`src/inc/lpcc_cfg.svh`:
```
// Constants of the light pen coordinate capture block.
`ifndef LPCC_CFG_SVH
`define LPCC_CFG_SVH

// Bus window and word offsets.
`define LPCC_WIN_TAG        28'h0000220
`define LPCC_OFS_HORIZ_LSB  4'h0
`define LPCC_OFS_HORIZ_UP   4'h4
`define LPCC_OFS_LINE       4'h8
`define LPCC_OFS_ADAPTER    4'hc
`define LPCC_HTRANS_NONSEQ  2'h2
`define LPCC_HSIZE_WORD     3'h2

// Adapter register field positions.
`define LPCC_MODE_LSB       0
`define LPCC_MODE_MSB       6
`define LPCC_PORTB_LSB      8
`define LPCC_PORTB_MSB      15
`define LPCC_TOUCH_FLAG_BIT 16
`define LPCC_HIT_FLAG_BIT   17
`define LPCC_TOUCH_EN_BIT   18
`define LPCC_HIT_EN_BIT     19

// Reset values and counter limits.
`define LPCC_MODE_RST       7'h02
`define LPCC_PORTB_RST      8'h30
`define LPCC_BIT_LAST       9'h1ff
`define LPCC_DG_TERMINAL    4'hf
`define LPCC_SRC_GFX        2'h0

`endif

```
`src/inc/lpcc_pkg.sv`:
```
// Types shared by the light pen coordinate capture block.
package lpcc_pkg;

  // Lockout choice carried in the two lowest mode bits.
  typedef enum logic [1:0] {
    LPCC_LOCK_FRAME = 2'h0,
    LPCC_LOCK_LINE  = 2'h1,
    LPCC_LOCK_NONE  = 2'h3,
    LPCC_LOCK_OFF2  = 2'h2
  } lpcc_lock_e;

  // Latched pen position.
  typedef struct packed {
    logic [7:0] line;
    logic [8:0] horiz;
  } lpcc_coord_s;

  // Address phase held for the data phase.
  typedef struct packed {
    logic       wr;
    logic       rd;
    logic [3:0] ofs;
  } lpcc_aphase_s;

  // Adapter state: mode port, control port and pen flags.
  typedef struct packed {
    logic [6:0] mode;
    logic [7:0] portb;
    logic       touch_flag;
    logic       hit_flag;
    logic       touch_en;
    logic       hit_en;
  } lpcc_adapter_s;

endpackage

```
`src/hdl/lpcc_top.sv`:
```
// Light pen coordinate counters, hit deglitcher, mode adapter and AHB-Lite slave.
`timescale 1ns/10ps
`include "lpcc_cfg.svh"

// Contract
// - Count pixel bit position per line, up to 512, on the pixel bit clock.
// - On each capture pulse copy the horizontal bit count into holding latches.
// - Read horizontal LSB under one enable, upper eight bits under another.
// - Count line increment pulses in eight bits, sourced through the sync multiplexer.
// - Latch line count on capture; drive it on the bus under line read.
// - Deglitch counter rests at terminal count, counting disabled, until a qualified hit.
// - Qualified hit resets deglitch counter to zero; it then counts line pulses.
// - After configured lines, next hit arms first stage; next bit clock makes capture.
// - No hit on the qualifying line: counter runs to terminal, no capture.
// - Capture stage lockable for rest of line or frame, chosen by two mode bits.
// - Lockout code 0 means frame, 1 means line, 2 means no lockout.
// - Adapter first port is all outputs and carries the seven mode bits.
// - Second port low nibble sets lines ignored after vertical sync, external sync.
// - Second port high nibble sets successive hit lines the deglitcher needs.
// - Two interrupt outputs, one from touch, one from hit, via adapter inputs.
// - Touch-for-hit mode requires touch and hit both active; both active low.
// - Cursor mode uses the hit to invert picture information at the pen.
// - Cursor inversion suppressed under touch; invert mode bit inverts whole picture.
// - Answer a 16-byte window at 2200 hex, qualified by a valid memory cycle.
// - Link option adds a processor address signal, answering one or both processors.
// - Register select, read/write and low four address bits; decode read enables.
module lpcc_top (
  // Clock and reset.
  input  wire logic                  I_REF_CLK,
  input  wire logic                  I_NRST,
  // AHB-Lite slave.
  input  wire logic                  I_HSEL,
  input  wire logic [31:0]           I_HADDR,
  input  wire logic [1:0]            I_HTRANS,
  input  wire logic                  I_HWRITE,
  input  wire logic [2:0]            I_HSIZE,
  input  wire logic [31:0]           I_HWDATA,
  input  wire logic                  I_HREADY,
  output logic                       O_HREADYOUT,
  output logic                       O_HRESP,
  output logic [31:0]                O_HRDATA,
  // Processor decode link option.
  input  wire logic                  I_LINK_PROC_UNIQUE,
  input  wire logic                  I_PROC_ADDR_SEL,
  // Display timing from the graphics controller and other sync sources.
  input  wire logic                  I_PIXEL_BIT_CLOCK,
  input  wire logic                  I_ALT_LINE_PULSE,
  input  wire logic                  I_LINE_RESET,
  input  wire logic                  I_FRAME_RESET,
  // Light pen, both active low.
  input  wire logic                  I_PEN_HIT_N,
  input  wire logic                  I_PEN_TOUCH_N,
  // Outputs to the display and the rest of the system.
  output logic [6:0]                 O_MODE_SELECT_BITS,
  output logic [3:0]                 O_SYNC_SKIP_LINES,
  output logic                       O_INVERT,
  output logic                       O_LINE_CLOCK_TO_TIMER,
  output logic                       O_COORDINATE_CAPTURE_PULSE,
  output logic                       O_TOUCH_IRQ,
  output logic                       O_HIT_IRQ
);
  import lpcc_pkg::*;

  logic [8:0]    bit_cnt_r;
  logic          line_finish_r;
  logic [7:0]    line_cnt_r;
  logic [3:0]    dg_cnt_r;
  logic          arm_r;
  logic          stb_r;
  logic          locked_r;
  logic          qhit_d_r;
  logic          hit_d_r;
  logic          touch_d_r;
  logic          invert_r;
  logic          line_clock_to_timer_r;
  lpcc_coord_s   coord_r;
  lpcc_aphase_s  aph_r;
  lpcc_adapter_s adp_r;
  logic [31:0]   hrdata_r;

  logic          line_increment_pulse;
  logic          qualified_pen_hit;
  logic          qhit_pulse;
  logic          deglitch_terminal_count;
  logic          addr_hit;
  logic          aph_valid;
  lpcc_lock_e    lock_sel;
  logic [31:0]   adapter_word;

  // Decode of a word offset to its read value, used by the read data register.
  function automatic logic [31:0] read_value(input logic [3:0] ofs, input lpcc_coord_s c,
                                             input logic [31:0] adp);
    logic [31:0] v;
    v = 32'h0;
    unique case (ofs)
      `LPCC_OFS_HORIZ_LSB: v = {31'h0, c.horiz[0]};
      `LPCC_OFS_HORIZ_UP:  v = {24'h0, c.horiz[8:1]};
      `LPCC_OFS_LINE:      v = {24'h0, c.line};
      `LPCC_OFS_ADAPTER:   v = adp;
      default:             v = 32'h0;
    endcase
    return v;
  endfunction

  assign lock_sel                = lpcc_lock_e'(adp_r.mode[1:0]);
  assign deglitch_terminal_count = (dg_cnt_r == `LPCC_DG_TERMINAL);
  // Source 0 is the own end-of-line; any other sync source supplies its own line pulse.
  assign line_increment_pulse    = (adp_r.mode[3:2] == `LPCC_SRC_GFX) ? line_finish_r
                                                                      : I_ALT_LINE_PULSE;
  assign qualified_pen_hit       = !I_PEN_HIT_N && (!adp_r.mode[4] || !I_PEN_TOUCH_N);
  assign qhit_pulse              = qualified_pen_hit && !qhit_d_r;
  assign adapter_word            = {12'h0, adp_r.hit_en, adp_r.touch_en, adp_r.hit_flag,
                                    adp_r.touch_flag, adp_r.portb, 1'b0, adp_r.mode};
  // Window tag covers the 16 bytes; the link option gates in a processor address line.
  assign addr_hit  = I_HSEL && (I_HADDR[31:4] == `LPCC_WIN_TAG) &&
                     (!I_LINK_PROC_UNIQUE || I_PROC_ADDR_SEL);
  assign aph_valid = addr_hit && I_HREADY && (I_HTRANS == `LPCC_HTRANS_NONSEQ);

  // Pixel bit counter; it stops at the last position, as the bit oscillator does.
  always_ff @(posedge I_REF_CLK) begin
    if (!I_NRST || I_LINE_RESET) begin
      bit_cnt_r     <= 9'h0;
      line_finish_r <= 1'b0;
    end else begin
      line_finish_r <= 1'b0;
      if (I_PIXEL_BIT_CLOCK && bit_cnt_r != `LPCC_BIT_LAST) begin
        bit_cnt_r     <= bit_cnt_r + 9'h1;
        line_finish_r <= (bit_cnt_r == `LPCC_BIT_LAST - 9'h1);
      end
    end
  end

  // Line counter, cleared by the frame reset.
  always_ff @(posedge I_REF_CLK) begin
    if (!I_NRST || I_FRAME_RESET) begin
      line_cnt_r <= 8'h0;
    end else if (line_increment_pulse) begin
      line_cnt_r <= line_cnt_r + 8'h1;
    end
  end

  // Deglitch counter; it parks at terminal count so stray hits mid-count change nothing.
  always_ff @(posedge I_REF_CLK) begin
    if (!I_NRST) begin
      dg_cnt_r <= `LPCC_DG_TERMINAL;
      qhit_d_r <= 1'b0;
    end else begin
      qhit_d_r <= qualified_pen_hit;
      if (deglitch_terminal_count && qhit_pulse) begin
        dg_cnt_r <= 4'h0;
      end else if (!deglitch_terminal_count && line_increment_pulse) begin
        dg_cnt_r <= dg_cnt_r + 4'h1;
      end
    end
  end

  // Two-stage capture: the hit arms, the next bit clock fires the pulse.
  always_ff @(posedge I_REF_CLK) begin
    if (!I_NRST) begin
      arm_r <= 1'b0;
      stb_r <= 1'b0;
    end else begin
      stb_r <= arm_r && I_PIXEL_BIT_CLOCK;
      if (arm_r && I_PIXEL_BIT_CLOCK) begin
        arm_r <= 1'b0;
      end else if (qhit_pulse && !locked_r && !deglitch_terminal_count &&
                   dg_cnt_r == adp_r.portb[7:4]) begin
        arm_r <= 1'b1;
      end
    end
  end

  // Lockout after a capture; a new capture in the release cycle keeps it locked.
  always_ff @(posedge I_REF_CLK) begin
    if (!I_NRST) begin
      locked_r <= 1'b0;
    end else if (stb_r && (lock_sel == LPCC_LOCK_FRAME || lock_sel == LPCC_LOCK_LINE)) begin
      locked_r <= 1'b1;
    end else if ((lock_sel == LPCC_LOCK_FRAME && I_FRAME_RESET) ||
                 (lock_sel == LPCC_LOCK_LINE && I_LINE_RESET) ||
                 lock_sel == LPCC_LOCK_NONE || lock_sel == LPCC_LOCK_OFF2) begin
      locked_r <= 1'b0;
    end
  end

  // Coordinate latches; they change only on the capture pulse.
  always_ff @(posedge I_REF_CLK) begin
    if (!I_NRST) begin
      coord_r <= '0;
    end else if (stb_r) begin
      coord_r.horiz <= bit_cnt_r;
      coord_r.line  <= line_cnt_r;
    end
  end

  // Picture invert with hit cursor; touch masks the cursor so the pen sees the real image.
  always_ff @(posedge I_REF_CLK) begin
    if (!I_NRST) begin
      invert_r <= 1'b0;
      line_clock_to_timer_r   <= 1'b0;
    end else begin
      invert_r <= adp_r.mode[5] ^ (adp_r.mode[6] && !I_PEN_HIT_N && I_PEN_TOUCH_N);
      line_clock_to_timer_r   <= line_increment_pulse;
    end
  end

  // Address phase register: select, direction and low address bits.
  always_ff @(posedge I_REF_CLK) begin
    if (!I_NRST) begin
      aph_r <= '0;
    end else if (I_HREADY) begin
      aph_r.wr  <= aph_valid && I_HWRITE;
      aph_r.rd  <= aph_valid && !I_HWRITE;
      aph_r.ofs <= I_HADDR[3:0];
    end
  end

  // Read data is fetched at the address phase so the data phase needs no wait state.
  always_ff @(posedge I_REF_CLK) begin
    if (!I_NRST) begin
      hrdata_r <= 32'h0;
    end else if (aph_valid && !I_HWRITE) begin
      hrdata_r <= read_value(I_HADDR[3:0], coord_r, adapter_word);
    end
  end

  // Adapter ports and pen flags; a flag set beats a clear in the same cycle.
  always_ff @(posedge I_REF_CLK) begin
    if (!I_NRST) begin
      adp_r.mode     <= `LPCC_MODE_RST;
      adp_r.portb    <= `LPCC_PORTB_RST;
      adp_r.touch_en <= 1'b0;
      adp_r.hit_en   <= 1'b0;
    end else if (aph_r.wr && aph_r.ofs == `LPCC_OFS_ADAPTER) begin
      adp_r.mode     <= I_HWDATA[`LPCC_MODE_MSB:`LPCC_MODE_LSB];
      adp_r.portb    <= I_HWDATA[`LPCC_PORTB_MSB:`LPCC_PORTB_LSB];
      adp_r.touch_en <= I_HWDATA[`LPCC_TOUCH_EN_BIT];
      adp_r.hit_en   <= I_HWDATA[`LPCC_HIT_EN_BIT];
    end
  end

  always_ff @(posedge I_REF_CLK) begin
    if (!I_NRST) begin
      touch_d_r        <= 1'b0;
      hit_d_r          <= 1'b0;
      adp_r.touch_flag <= 1'b0;
      adp_r.hit_flag   <= 1'b0;
    end else begin
      touch_d_r <= !I_PEN_TOUCH_N;
      hit_d_r   <= !I_PEN_HIT_N;
      if (!I_PEN_TOUCH_N && !touch_d_r) begin
        adp_r.touch_flag <= 1'b1;
      end else if (aph_r.wr && aph_r.ofs == `LPCC_OFS_ADAPTER && I_HWDATA[`LPCC_TOUCH_FLAG_BIT]) begin
        adp_r.touch_flag <= 1'b0;
      end
      if (!I_PEN_HIT_N && !hit_d_r) begin
        adp_r.hit_flag <= 1'b1;
      end else if (aph_r.wr && aph_r.ofs == `LPCC_OFS_ADAPTER && I_HWDATA[`LPCC_HIT_FLAG_BIT]) begin
        adp_r.hit_flag <= 1'b0;
      end
    end
  end

  // Output registers; the irq lines lag the flags by one cycle.
  always_ff @(posedge I_REF_CLK) begin
    if (!I_NRST) begin
      O_TOUCH_IRQ <= 1'b0;
      O_HIT_IRQ   <= 1'b0;
      O_HREADYOUT <= 1'b0;
    end else begin
      O_TOUCH_IRQ <= adp_r.touch_flag && adp_r.touch_en;
      O_HIT_IRQ   <= adp_r.hit_flag && adp_r.hit_en;
      O_HREADYOUT <= 1'b1;
    end
  end

  always_ff @(posedge I_REF_CLK) begin
    if (!I_NRST) begin
      O_HRESP <= 1'b0;
    end else begin
      O_HRESP <= 1'b0;
    end
  end

  assign O_HRDATA                   = hrdata_r;
  assign O_MODE_SELECT_BITS         = adp_r.mode;
  assign O_SYNC_SKIP_LINES          = adp_r.portb[3:0];
  assign O_INVERT                   = invert_r;
  assign O_LINE_CLOCK_TO_TIMER      = line_clock_to_timer_r;
  assign O_COORDINATE_CAPTURE_PULSE = stb_r;
endmodule

```
`config.mk`:
```
export PLATFORM = sky130hd
export DESIGN_NAME = lpcc_top
export DESIGN_NICKNAME = d
export VERILOG_FILES = /design/src/inc/lpcc_pkg.sv /design/src/hdl/lpcc_top.sv
export VERILOG_INCLUDE_DIRS = /design/src /design/src/inc
export SDC_FILE = /design/constraint.sdc
export NUM_CORES = 1
export LEC_CHECK = 0
export ABC_AREA = 0
export ABC_CLOCK_PERIOD_IN_PS = 3980
export BUFFER_PORTS_ARGS = -buffer_cell sky130_fd_sc_hd__buf_2
export CORE_ASPECT_RATIO = 1.75
export CORE_UTILIZATION = 40
export DETAILED_ROUTE_END_ITERATION = 10
export PLACE_DENSITY = 0.69
export SLEW_MARGIN = 20
export SYNTH_ARGS = -nofsm -noshare
export SYNTH_HDL_FRONTEND = slang
export SYNTH_SLANG_ARGS = --single-unit
```
`constraint.sdc`:
```
create_clock -name I_REF_CLK -period 3.98 [get_ports I_REF_CLK]
set_clock_uncertainty 0.15 [all_clocks]
set_input_delay 0.199 -clock I_REF_CLK [delete_from_list [all_inputs] [get_ports I_REF_CLK]]
set_output_delay 0.199 -clock I_REF_CLK [all_outputs]
set_load 0.1 [all_outputs]
```
==> implementation parameters, run 1 <==
Parameter                              Value

Finish
  Final #Nets    643
  Antenna diode count    0
  Cell area after layout    0.00526 sq mm
  Area growth syn-to-layout    22.1%
  Layout cells sized above 1    24.6%

Synth
  Seq/Total Area, Yosys    43.7%
  Top post-synthesis cells by area    dfxtp_1 44%, mux2i_1 10%, nand2_1 7.4%, buf_4 4.4%, nor2b_1 3.8%
  Yosys Warn Count    0
  Share of the synthesized netlist area taken by xor and xnor gates    3.46%
  Commonest cells in the netlist    94 x dfxtp_1, 85 x nand2_1, 43 x mux2i_1
  Fraction of the mapped netlist area in adder cells    1.45%
  Post-synthesis async set-or-reset flop share    0%
  Unique masters post-synth    50
  Cell type with the highest aggregate area in the netlist    dfxtp_1
  Syn Area/Cell    9.45 sq um
  Post-synthesis instance total    456
  Cell with the most instances after synthesis    dfxtp_1
  Summed instance area of the synthesized netlist    0.00431 sq mm
  Simple-Gate Fraction of Synth Area    23.3%
  Mux share of post-synthesis cell area    12.3%
  Most instantiated flip-flop cell in the synthesis netlist    dfxtp_1
  Share of Yosys cell area claimed by the top area cell type    43.7%
  Main combinational cell family by area after synthesis    simple AND/OR/NAND/NOR gates
  Complex-gate fraction of the synthesized area    8.33%
  Flops & latches, synth    94
  Number of enable-type register cells in the synthesized netlist    0

Power
  Portion of total power attributed to combinational logic    9.8%
  Areal power density over the cells    397 mW/mm^2
  Power share of the sequential group    46.4%
  Post-route total power    2.09 mW
  Switching Share    23.4%
  Switching power total    0.489 mW
  Clock share of power    43.8%
  Leak pwr    2.11 nW
  Internal cell power    1.60 mW
  Peak ir drop on the vdd network    0.268 mV

Detailed routing
  Total via count in the routed design    3427
  Total length of routed wires    9.65 mm
  Wire length per cell after detailed routing    14.0 um
  Post-detailed-route via-to-cell ratio    4.98
  Total DRC errors in the routed layout    0
  Antenna Nets Post-Route    0
  Detailed router's first-iteration violation count    146
  Total iterations of the first detailed-routing run    4

Worst setup path
  Worst R2R Setup Slack    1950 ps
  Crit Path Max Fanout    13
  Cell-by-cell listing of the critical path    buf_4 -> buf_2
  Endpoint kind of the worst setup timing path    output port
  Maximum cell stage delay along the critical path    810 ps
  Worst Setup Path Type    reg -> out
  CP Launch Type    register
  Path length in cells of the critical path    2
  CP max stage cell    dfxtp_1
  Reg-to-reg startpoint    bit_cnt_r[1]
  Crit path buffers/inverters    2
  Crit path from    O_COORDINATE_CAPTURE_PULSE
  Endpoint of the most critical register-to-register path    bit_cnt_r[4]
  Worst r2r path cells    8
  Required time at the endpoint of the critical path    3630 ps
  Family of cells with the greatest summed delay on the critical path    flip-flops
  Arrival time reported for the critical path endpoint    1910 ps
  CP endpoint    O_COORDINATE_CAPTURE_PULSE

Global route
  Overall fraction of global-route tracks in use    18.4%
  GRT overflow    0
  Maximum number of pins on one net before global-route repair    44
  First-pass GRT wire length    16.0 mm
  Via count of the first global-routing pass    3431
  Initial antenna violation count    0

CTS
  Number of clock sinks    94
  Clock transition at path regs    60 ps
  CTS tree    built
  Clk Latency, worst-skew pair    330 ps
  CTS Buffer Depth    2
  H-tree depth reported by CTS    3
  Count of cells resized by post-cts repair    0
  Clk Tree Root Cell    clkbuf_16
  CTS buffer count    9
  Post CTS Setup Buffer Count    0
  Hold-fix buffer count after cts    19

Die
  IO Count    132
  Core ar.    0.0104 sq mm
  Initial core utilization    41.6%
  Die Ht    139 um
  Number of standard-cell rows in the floorplan    49
  Width of the die    80.5 um
  Die area    0.0112 sq mm

Placed design
  Pre-CTS setup slack    1760 ps
  Final weighted congestion of routability-driven global placement    0.803
  Standard cell area after detailed placement    0.00475 sq mm
  Detail Placement HPWL    7.26 mm
  Port-buffer cells    102

Hold path
  Hold path cells    2
  Path class of the lowest-slack min-delay path    in -> reg

Timing
  Setup repair after global routing missed its margin    false
  Setup_tns    0 ps
  Final hold viol count    0
  Final worst hold slack    16.0 ps
  Fin. max-slew vios    0
  Fmax    443 MHz
  Share of the cycle needed by the critical path after routing    56.7%
  Worst-margin pin slew    862 ps
  Worst max-slew margin expressed relative to the limit    42.4%
  Final setup violation count    0
  Clock period minus final worst setup slack    2260 ps
  Setup slack of the critical path after layout    1720 ps

Run status
  Status    completed

Job
  Max-cap check violation count    0
==> worst min-delay path by stage <==
| stage | from | endpoint | slack [ps] |
|---|---|---|---|
| 4_1_cts | I_PIXEL_BIT_CLOCK | O_COORDINATE_CAPTURE_PULSE | 10 |
| 3_5_place_dp | I_HWDATA[12] | adapter_word[12] | 270 |
| 5_1_grt | I_PIXEL_BIT_CLOCK | O_COORDINATE_CAPTURE_PULSE | 40 |
| 6_report | I_PIXEL_BIT_CLOCK | O_COORDINATE_CAPTURE_PULSE | 20 |
| 3_3_place_gp | hit_d_r | adapter_word[17] | 260 |
| 2_1_floorplan | I_NRST | O_HREADYOUT | 80 |
==> placed cells by master, fill, tap and decap left out, types with 7 or more instances in the layout <==
| cell | instances |
|---|---|
| nand3_1 | 13 |
| mux2i_1 | 43 |
| and3_1 | 7 |
| nor2_1 | 17 |
| dlygate4sd3_1 | 19 |
| dfxtp_1 | 94 |
| nand2_1 | 85 |
| clkbuf_16 | 9 |
| conb_1 | 13 |
| xnor2_1 | 10 |
| buf_2 | 102 |
| mux2_2 | 7 |
| a21boi_0 | 17 |
| nor2b_1 | 26 |
| xor2_1 | 7 |
==> registers in the layout, summed over array words and instances (netlist names), 4 cells and up <==
register / count
adapter_word: 8
bit_cnt_r: 9
line_cnt_r: 8
coord_r: 17
dg_cnt_r: 4
O_MODE_SELECT_BITS: 7
aph_r: 5
O_HRDATA: 20
O_SYNC_SKIP_LINES: 4
==> logic make-up after synthesis <==
family                     after synthesis
DFF                                     94
and+or+nand+nor                        186
xor gates and xnor gates                17
muxes                                   51
other                                    1
buffers and inverters                   52
AOI/OAI and AO/OA                       50
adders and majority gates                5
==> power by group through the flow <==
stage | combinational, mW | clock, mW | sequential (mW)
floorplan | 0.144 | 0 | 0.992
global placement | 0.186 | 0 | 0.990
detailed placement | 0.190 | 0 | 0.991
CTS | 0.205 | 0.936 | 0.970
global route | 0.223 | 0.979 | 0.972
finish | 0.204 | 0.915 | 0.970
==> stage by stage <==
stage	utilization, %	instances
2_1_floorplan	-	468
3_3_place_gp	45.8	653
3_5_place_dp	45.8	653
4_1_cts	50.8	688
5_1_grt	50.8	688
6_report	50.8	688
==> layout make-up <==
class | count | area, sq um
Multi-Input combinational cell | 322 | 2160
Clock buffer | 10 | 239
Tap cell | 127 | 159
Timing Repair Buffer | 124 | 723
Fill cell | 942 | 5100
Sequential cell | 94 | 1880
Clock inverter | 6 | 83.8
Inverter | 5 | 18.8
==> metal layers <==
| metal | GRT usage, % | share of wire [%] |
|---|---|---|
| met5 | 0 | 0 |
| met4 | 7.89 | 2.2 |
| met3 | 3.87 | 3.3 |
| met2 | 33.8 | 56 |
| met1 | 19.4 | 39 |
Note: power is estimated with default switching activity, not from simulation.
==> inputs of run 2 (changes only) <==
--- a/config.mk
+++ b/config.mk
@@ -6,13 +6,13 @@
 export SDC_FILE = /design/constraint.sdc
 export NUM_CORES = 1
 export LEC_CHECK = 0
-export ABC_AREA = 0
-export ABC_CLOCK_PERIOD_IN_PS = 3980
+export ABC_AREA = 1
+export ABC_CLOCK_PERIOD_IN_PS = 2000
 export BUFFER_PORTS_ARGS = -buffer_cell sky130_fd_sc_hd__buf_2
 export CORE_ASPECT_RATIO = 1.75
 export CORE_UTILIZATION = 40
 export DETAILED_ROUTE_END_ITERATION = 10
-export PLACE_DENSITY = 0.69
+export PLACE_DENSITY = 0.71
 export SLEW_MARGIN = 20
 export SYNTH_ARGS = -nofsm -noshare
 export SYNTH_HDL_FRONTEND = slang
==> constraint.sdc (replaced) <==
create_clock -name I_REF_CLK -period 2 [get_ports I_REF_CLK]
set_clock_uncertainty 0.15 [all_clocks]
set_input_delay 0.1 -clock I_REF_CLK [delete_from_list [all_inputs] [get_ports I_REF_CLK]]
set_output_delay 0.1 -clock I_REF_CLK [all_outputs]
set_load 0.1 [all_outputs]
==> run 2 against run 1 <==
  * The flow now finishes with violations (hold timing)
  * Core utilization up 1.0 points
  * Register-to-register slack got worse by 1900 ps
  * First-iteration DRC count up 13%
  * Final area rose by 5.3%
  * Critical path depth rose by 8
  * Worst hold slack lost 29 ps
  * Critical endpoint is now bit_cnt_r[6]
  * Largest cell class unchanged
  * Highest routed layer unchanged
==> implementation parameters, run 2 <==
Parameter                              Value

Synth
  Seq/Total Area, Yosys    43.0% (-0.71 points)
  Cell with the most instances after synthesis    nor2_1
  Post-synthesis instance total    619 (+36%)
  Number of enable-type register cells in the synthesized netlist    0 (unchanged)
  Share of Yosys cell area claimed by the top area cell type    43.0% (-0.71 points)
  Commonest cells in the netlist    124 x nor2_1, 107 x nand2_1, 94 x dfxtp_1
  Most instantiated flip-flop cell in the synthesis netlist    dfxtp_1
  Yosys Warn Count    0 (unchanged)
  Cell type with the highest aggregate area in the netlist    dfxtp_1
  Post-synthesis async set-or-reset flop share    0% (unchanged)
  Syn Area/Cell    7.08 sq um (-25%)
  Top post-synthesis cells by area    dfxtp_1 43%, nor2_1 11%, nand2_1 9.2%, inv_1 5.8%, o21ai_0 5.0%
  Summed instance area of the synthesized netlist    0.00438 sq mm (+1.7%)
  Unique masters post-synth    38 (-24%)
  Flops & latches, synth    94 (unchanged)

Hold path
  Path class of the lowest-slack min-delay path    in -> reg
  Hold path cells    3 (+1)
  Hold Startpoint    I_NRST
  End point of the worst hold path    adapter_word[16]

Worst setup path
  Reg-to-reg startpoint    bit_cnt_r[1]
  Crit Path Max Fanout    4 (-9)
  Worst R2R Setup Slack    70 ps (-1880 ps)
  Required time at the endpoint of the critical path    2130 ps (-1500 ps)
  Endpoint kind of the worst setup timing path    register
  Worst r2r path cells    10 (+2)
  Endpoint of the most critical register-to-register path    bit_cnt_r[6]
  CP Launch Type    register
  Worst Setup Path Type    reg -> reg
  Arrival time reported for the critical path endpoint    2060 ps (+150 ps)

Finish
  Post-layout util    51.8% (+1.0 points)
  Flip-flop count of the largest register, all copies and words added    20 (unchanged)
  Final #Nets    832 (+29%)
  Area growth syn-to-layout    26.5%
  Layout cells sized above 1    21.1% (-3.5 points)
  Layout Cells excl Fill    879 (+28%)
  Antenna diode count    0 (unchanged)
  Cell area after layout    0.00554 sq mm (+5.3%)
  Leading cell type in the layout, fill and taps excluded    nor2_1
  Most used cells in the layout excluding fill and tap cells    123 x nor2_1, 105 x nand2_1, 102 x buf_2, 93 x dfxtp_1, 68 x inv_1

Detailed routing
  Total via count in the routed design    4276 (+25%)
  Met3 WL post-DR    434 um (+37%)
  Total DRC errors in the routed layout    0 (unchanged)
  Antenna Nets Post-Route    0 (unchanged)
  Total iterations of the first detailed-routing run    4 (unchanged)
  Total length of routed wires    11.5 mm (+19%)
  Met2 wire length    6.14 mm (+14%)
  Topmost layer with routed signal wires    met4
  Detailed-route wire length on metal 1    4.38 mm (+17%)
  Detailed router's first-iteration violation count    165 (+13%)
  Wire length per cell after detailed routing    13.0 um (-7.1%)
  Post-detailed-route via-to-cell ratio    4.86 (-2.3%)

Timing
  Setup slack of the critical path after layout    73.2 ps (-1650 ps)
  Final worst hold slack    -12.8 ps (-28.8 ps)
  Final hold viol count    3 (+3)
  Worst-margin pin slew    517 ps (-345 ps)
  Share of the cycle needed by the critical path after routing    96.3%
  Setup repair after global routing missed its margin    false
  Fmax    519 MHz
  Fin. max-slew vios    0 (unchanged)
  Worst max-slew margin expressed relative to the limit    65.7% (+23 points)
  Final setup violation count    0 (unchanged)
  Setup_tns    0 ps (unchanged)
  Clock period minus final worst setup slack    1930 ps

CTS
  Number of clock sinks    94 (unchanged)
  Clk Tree Root Cell    clkbuf_16
  Clk Latency, worst-skew pair    340 ps (about the same)
  H-tree depth reported by CTS    3 (unchanged)
  CTS Buffer Depth    2 (unchanged)
  Clock transition at path regs    70 ps (about the same)
  CTS buffer count    9 (unchanged)
  CTS tree    built

Power
  Leak pwr    2.53 nW (+20%)
  Areal power density over the cells    723 mW/mm^2 (+82%)
  Post-route total power    4.01 mW (+92%)
  Peak ir drop on the vdd network    0.501 mV (+87%)

Global route
  Initial antenna violation count    0 (unchanged)
  First-pass GRT wire length    18.2 mm (+14%)
  Via count of the first global-routing pass    4176 (+22%)
  Overall fraction of global-route tracks in use    20.6% (+2.2 points)
  GRT overflow    0 (unchanged)
  Maximum number of pins on one net before global-route repair    36 (-18%)

Placed design
  Final weighted congestion of routability-driven global placement    0.831 (+3.5%)
  Standard cell area after detailed placement    0.00489 sq mm (+3.0%)
  Pre-CTS setup slack    -91.7 ps (-1860 ps)
  Port-buffer cells    102 (unchanged)
  Detail Placement HPWL    8.57 mm (+18%)
  Number of placed instances with taps included    830 (+27%)

Die
  Core ar.    0.0107 sq mm (+3.2%)
  Die area    0.0114 sq mm (+1.6%)
  Width of the die    81.1 um (+0.80%)
  IO Count    132 (unchanged)
  Number of standard-cell rows in the floorplan    50 (+2.0%)
  Die Ht    140 um (+0.81%)
  Initial core utilization    40.9% (-0.64 points)

Job
  Max-cap check violation count    0 (unchanged)

Run status
  Status    finished with violations
  Violations in the final reports    hold timing
## run 2: cell count changes after synthesis, sizes merged, moves of 8 or more
| cell | change |
|---|---|
| nand2 | +27 |
| o21ai | +42 |
| a21boi | -17 |
| nor2 | +116 |
| xnor2 | -8 |
| inv | +66 |
| nor3 | +8 |
| mux2i | -43 |
| nor2b | -26 |
| nand3 | +16 |
| a21oi | +35 |
## run 2: area by class of cell
cell class,instances,area (sq um)
multi-input combinational,422,2030
fill,1030,5160
tap,130,163
inverter,72,270
clock buffer,11,243
clock inverter,4,31.3
timing repair buffer,146,923
sequential,94,1880
## run 2: timing repair
action / 4_1_cts / 5_1_grt
pin swaps: 1 / 2
hold endpoints to repair: 39 / 0
buffers inserted: 0 / 1
resized for setup: 7 / 4
setup endpoints to repair: 1 / 3
hold buffers: 33 / 0
## run 2: per-layer routing
metal,vias to the layer above,track usage [%]
li1,2169,-
met1,1946,20.7
met2,123,38.5
met3,38,2.41
met4,0,12.7
met5,-,0
## run 2: logic make-up after synthesis
group                      Yosys count  share of synthesized area [%]
other                                1                         0.0856
buffers and inverters              115                           12.6
adders and majority gates            5                           1.43
and+or+nand+nor                    300                           30.2
DFF                                 94                           43.0
xor gates and xnor gates             4                          0.800
AOI/OAI and AO/OA                  100                           11.9
## run 2: how the worst max path moves through the flow
stage | from | slack [ps] | cells past startpoint | end
after floorplan | O_COORDINATE_CAPTURE_PULSE | 170 | 4 | coord_r[3]
final | bit_cnt_r[1] | 70 | 10 | bit_cnt_r[6]
after CTS | bit_cnt_r[0] | -8 | 9 | bit_cnt_r[5]
after global routing | bit_cnt_r[1] | 8 | 11 | bit_cnt_r[7]
after detailed placement | bit_cnt_r[0] | -90 | 10 | bit_cnt_r[6]
after global placement | bit_cnt_r[0] | 110 | 9 | bit_cnt_r[5]
## run 2: worst max-delay path, stage by stage, from the launching register on
cell      delay (ps)
dfxtp_1          340
ha_1             210
nor3b_2          160
ha_2             190
nor2_4           110
nand2_2          100
nor2_4           140
nand2_2           90
o21bai_1         130
o21ai_0          130
nor2_1           120
## run 2: power breakdown
part	leakage, nW	switching (mW)	internal (mW)
logic	1.64	0.306	0.175
clock network	0.124	0.719	0.874
registers	0.762	0.0283	1.90
total	2.53	1.05	2.95
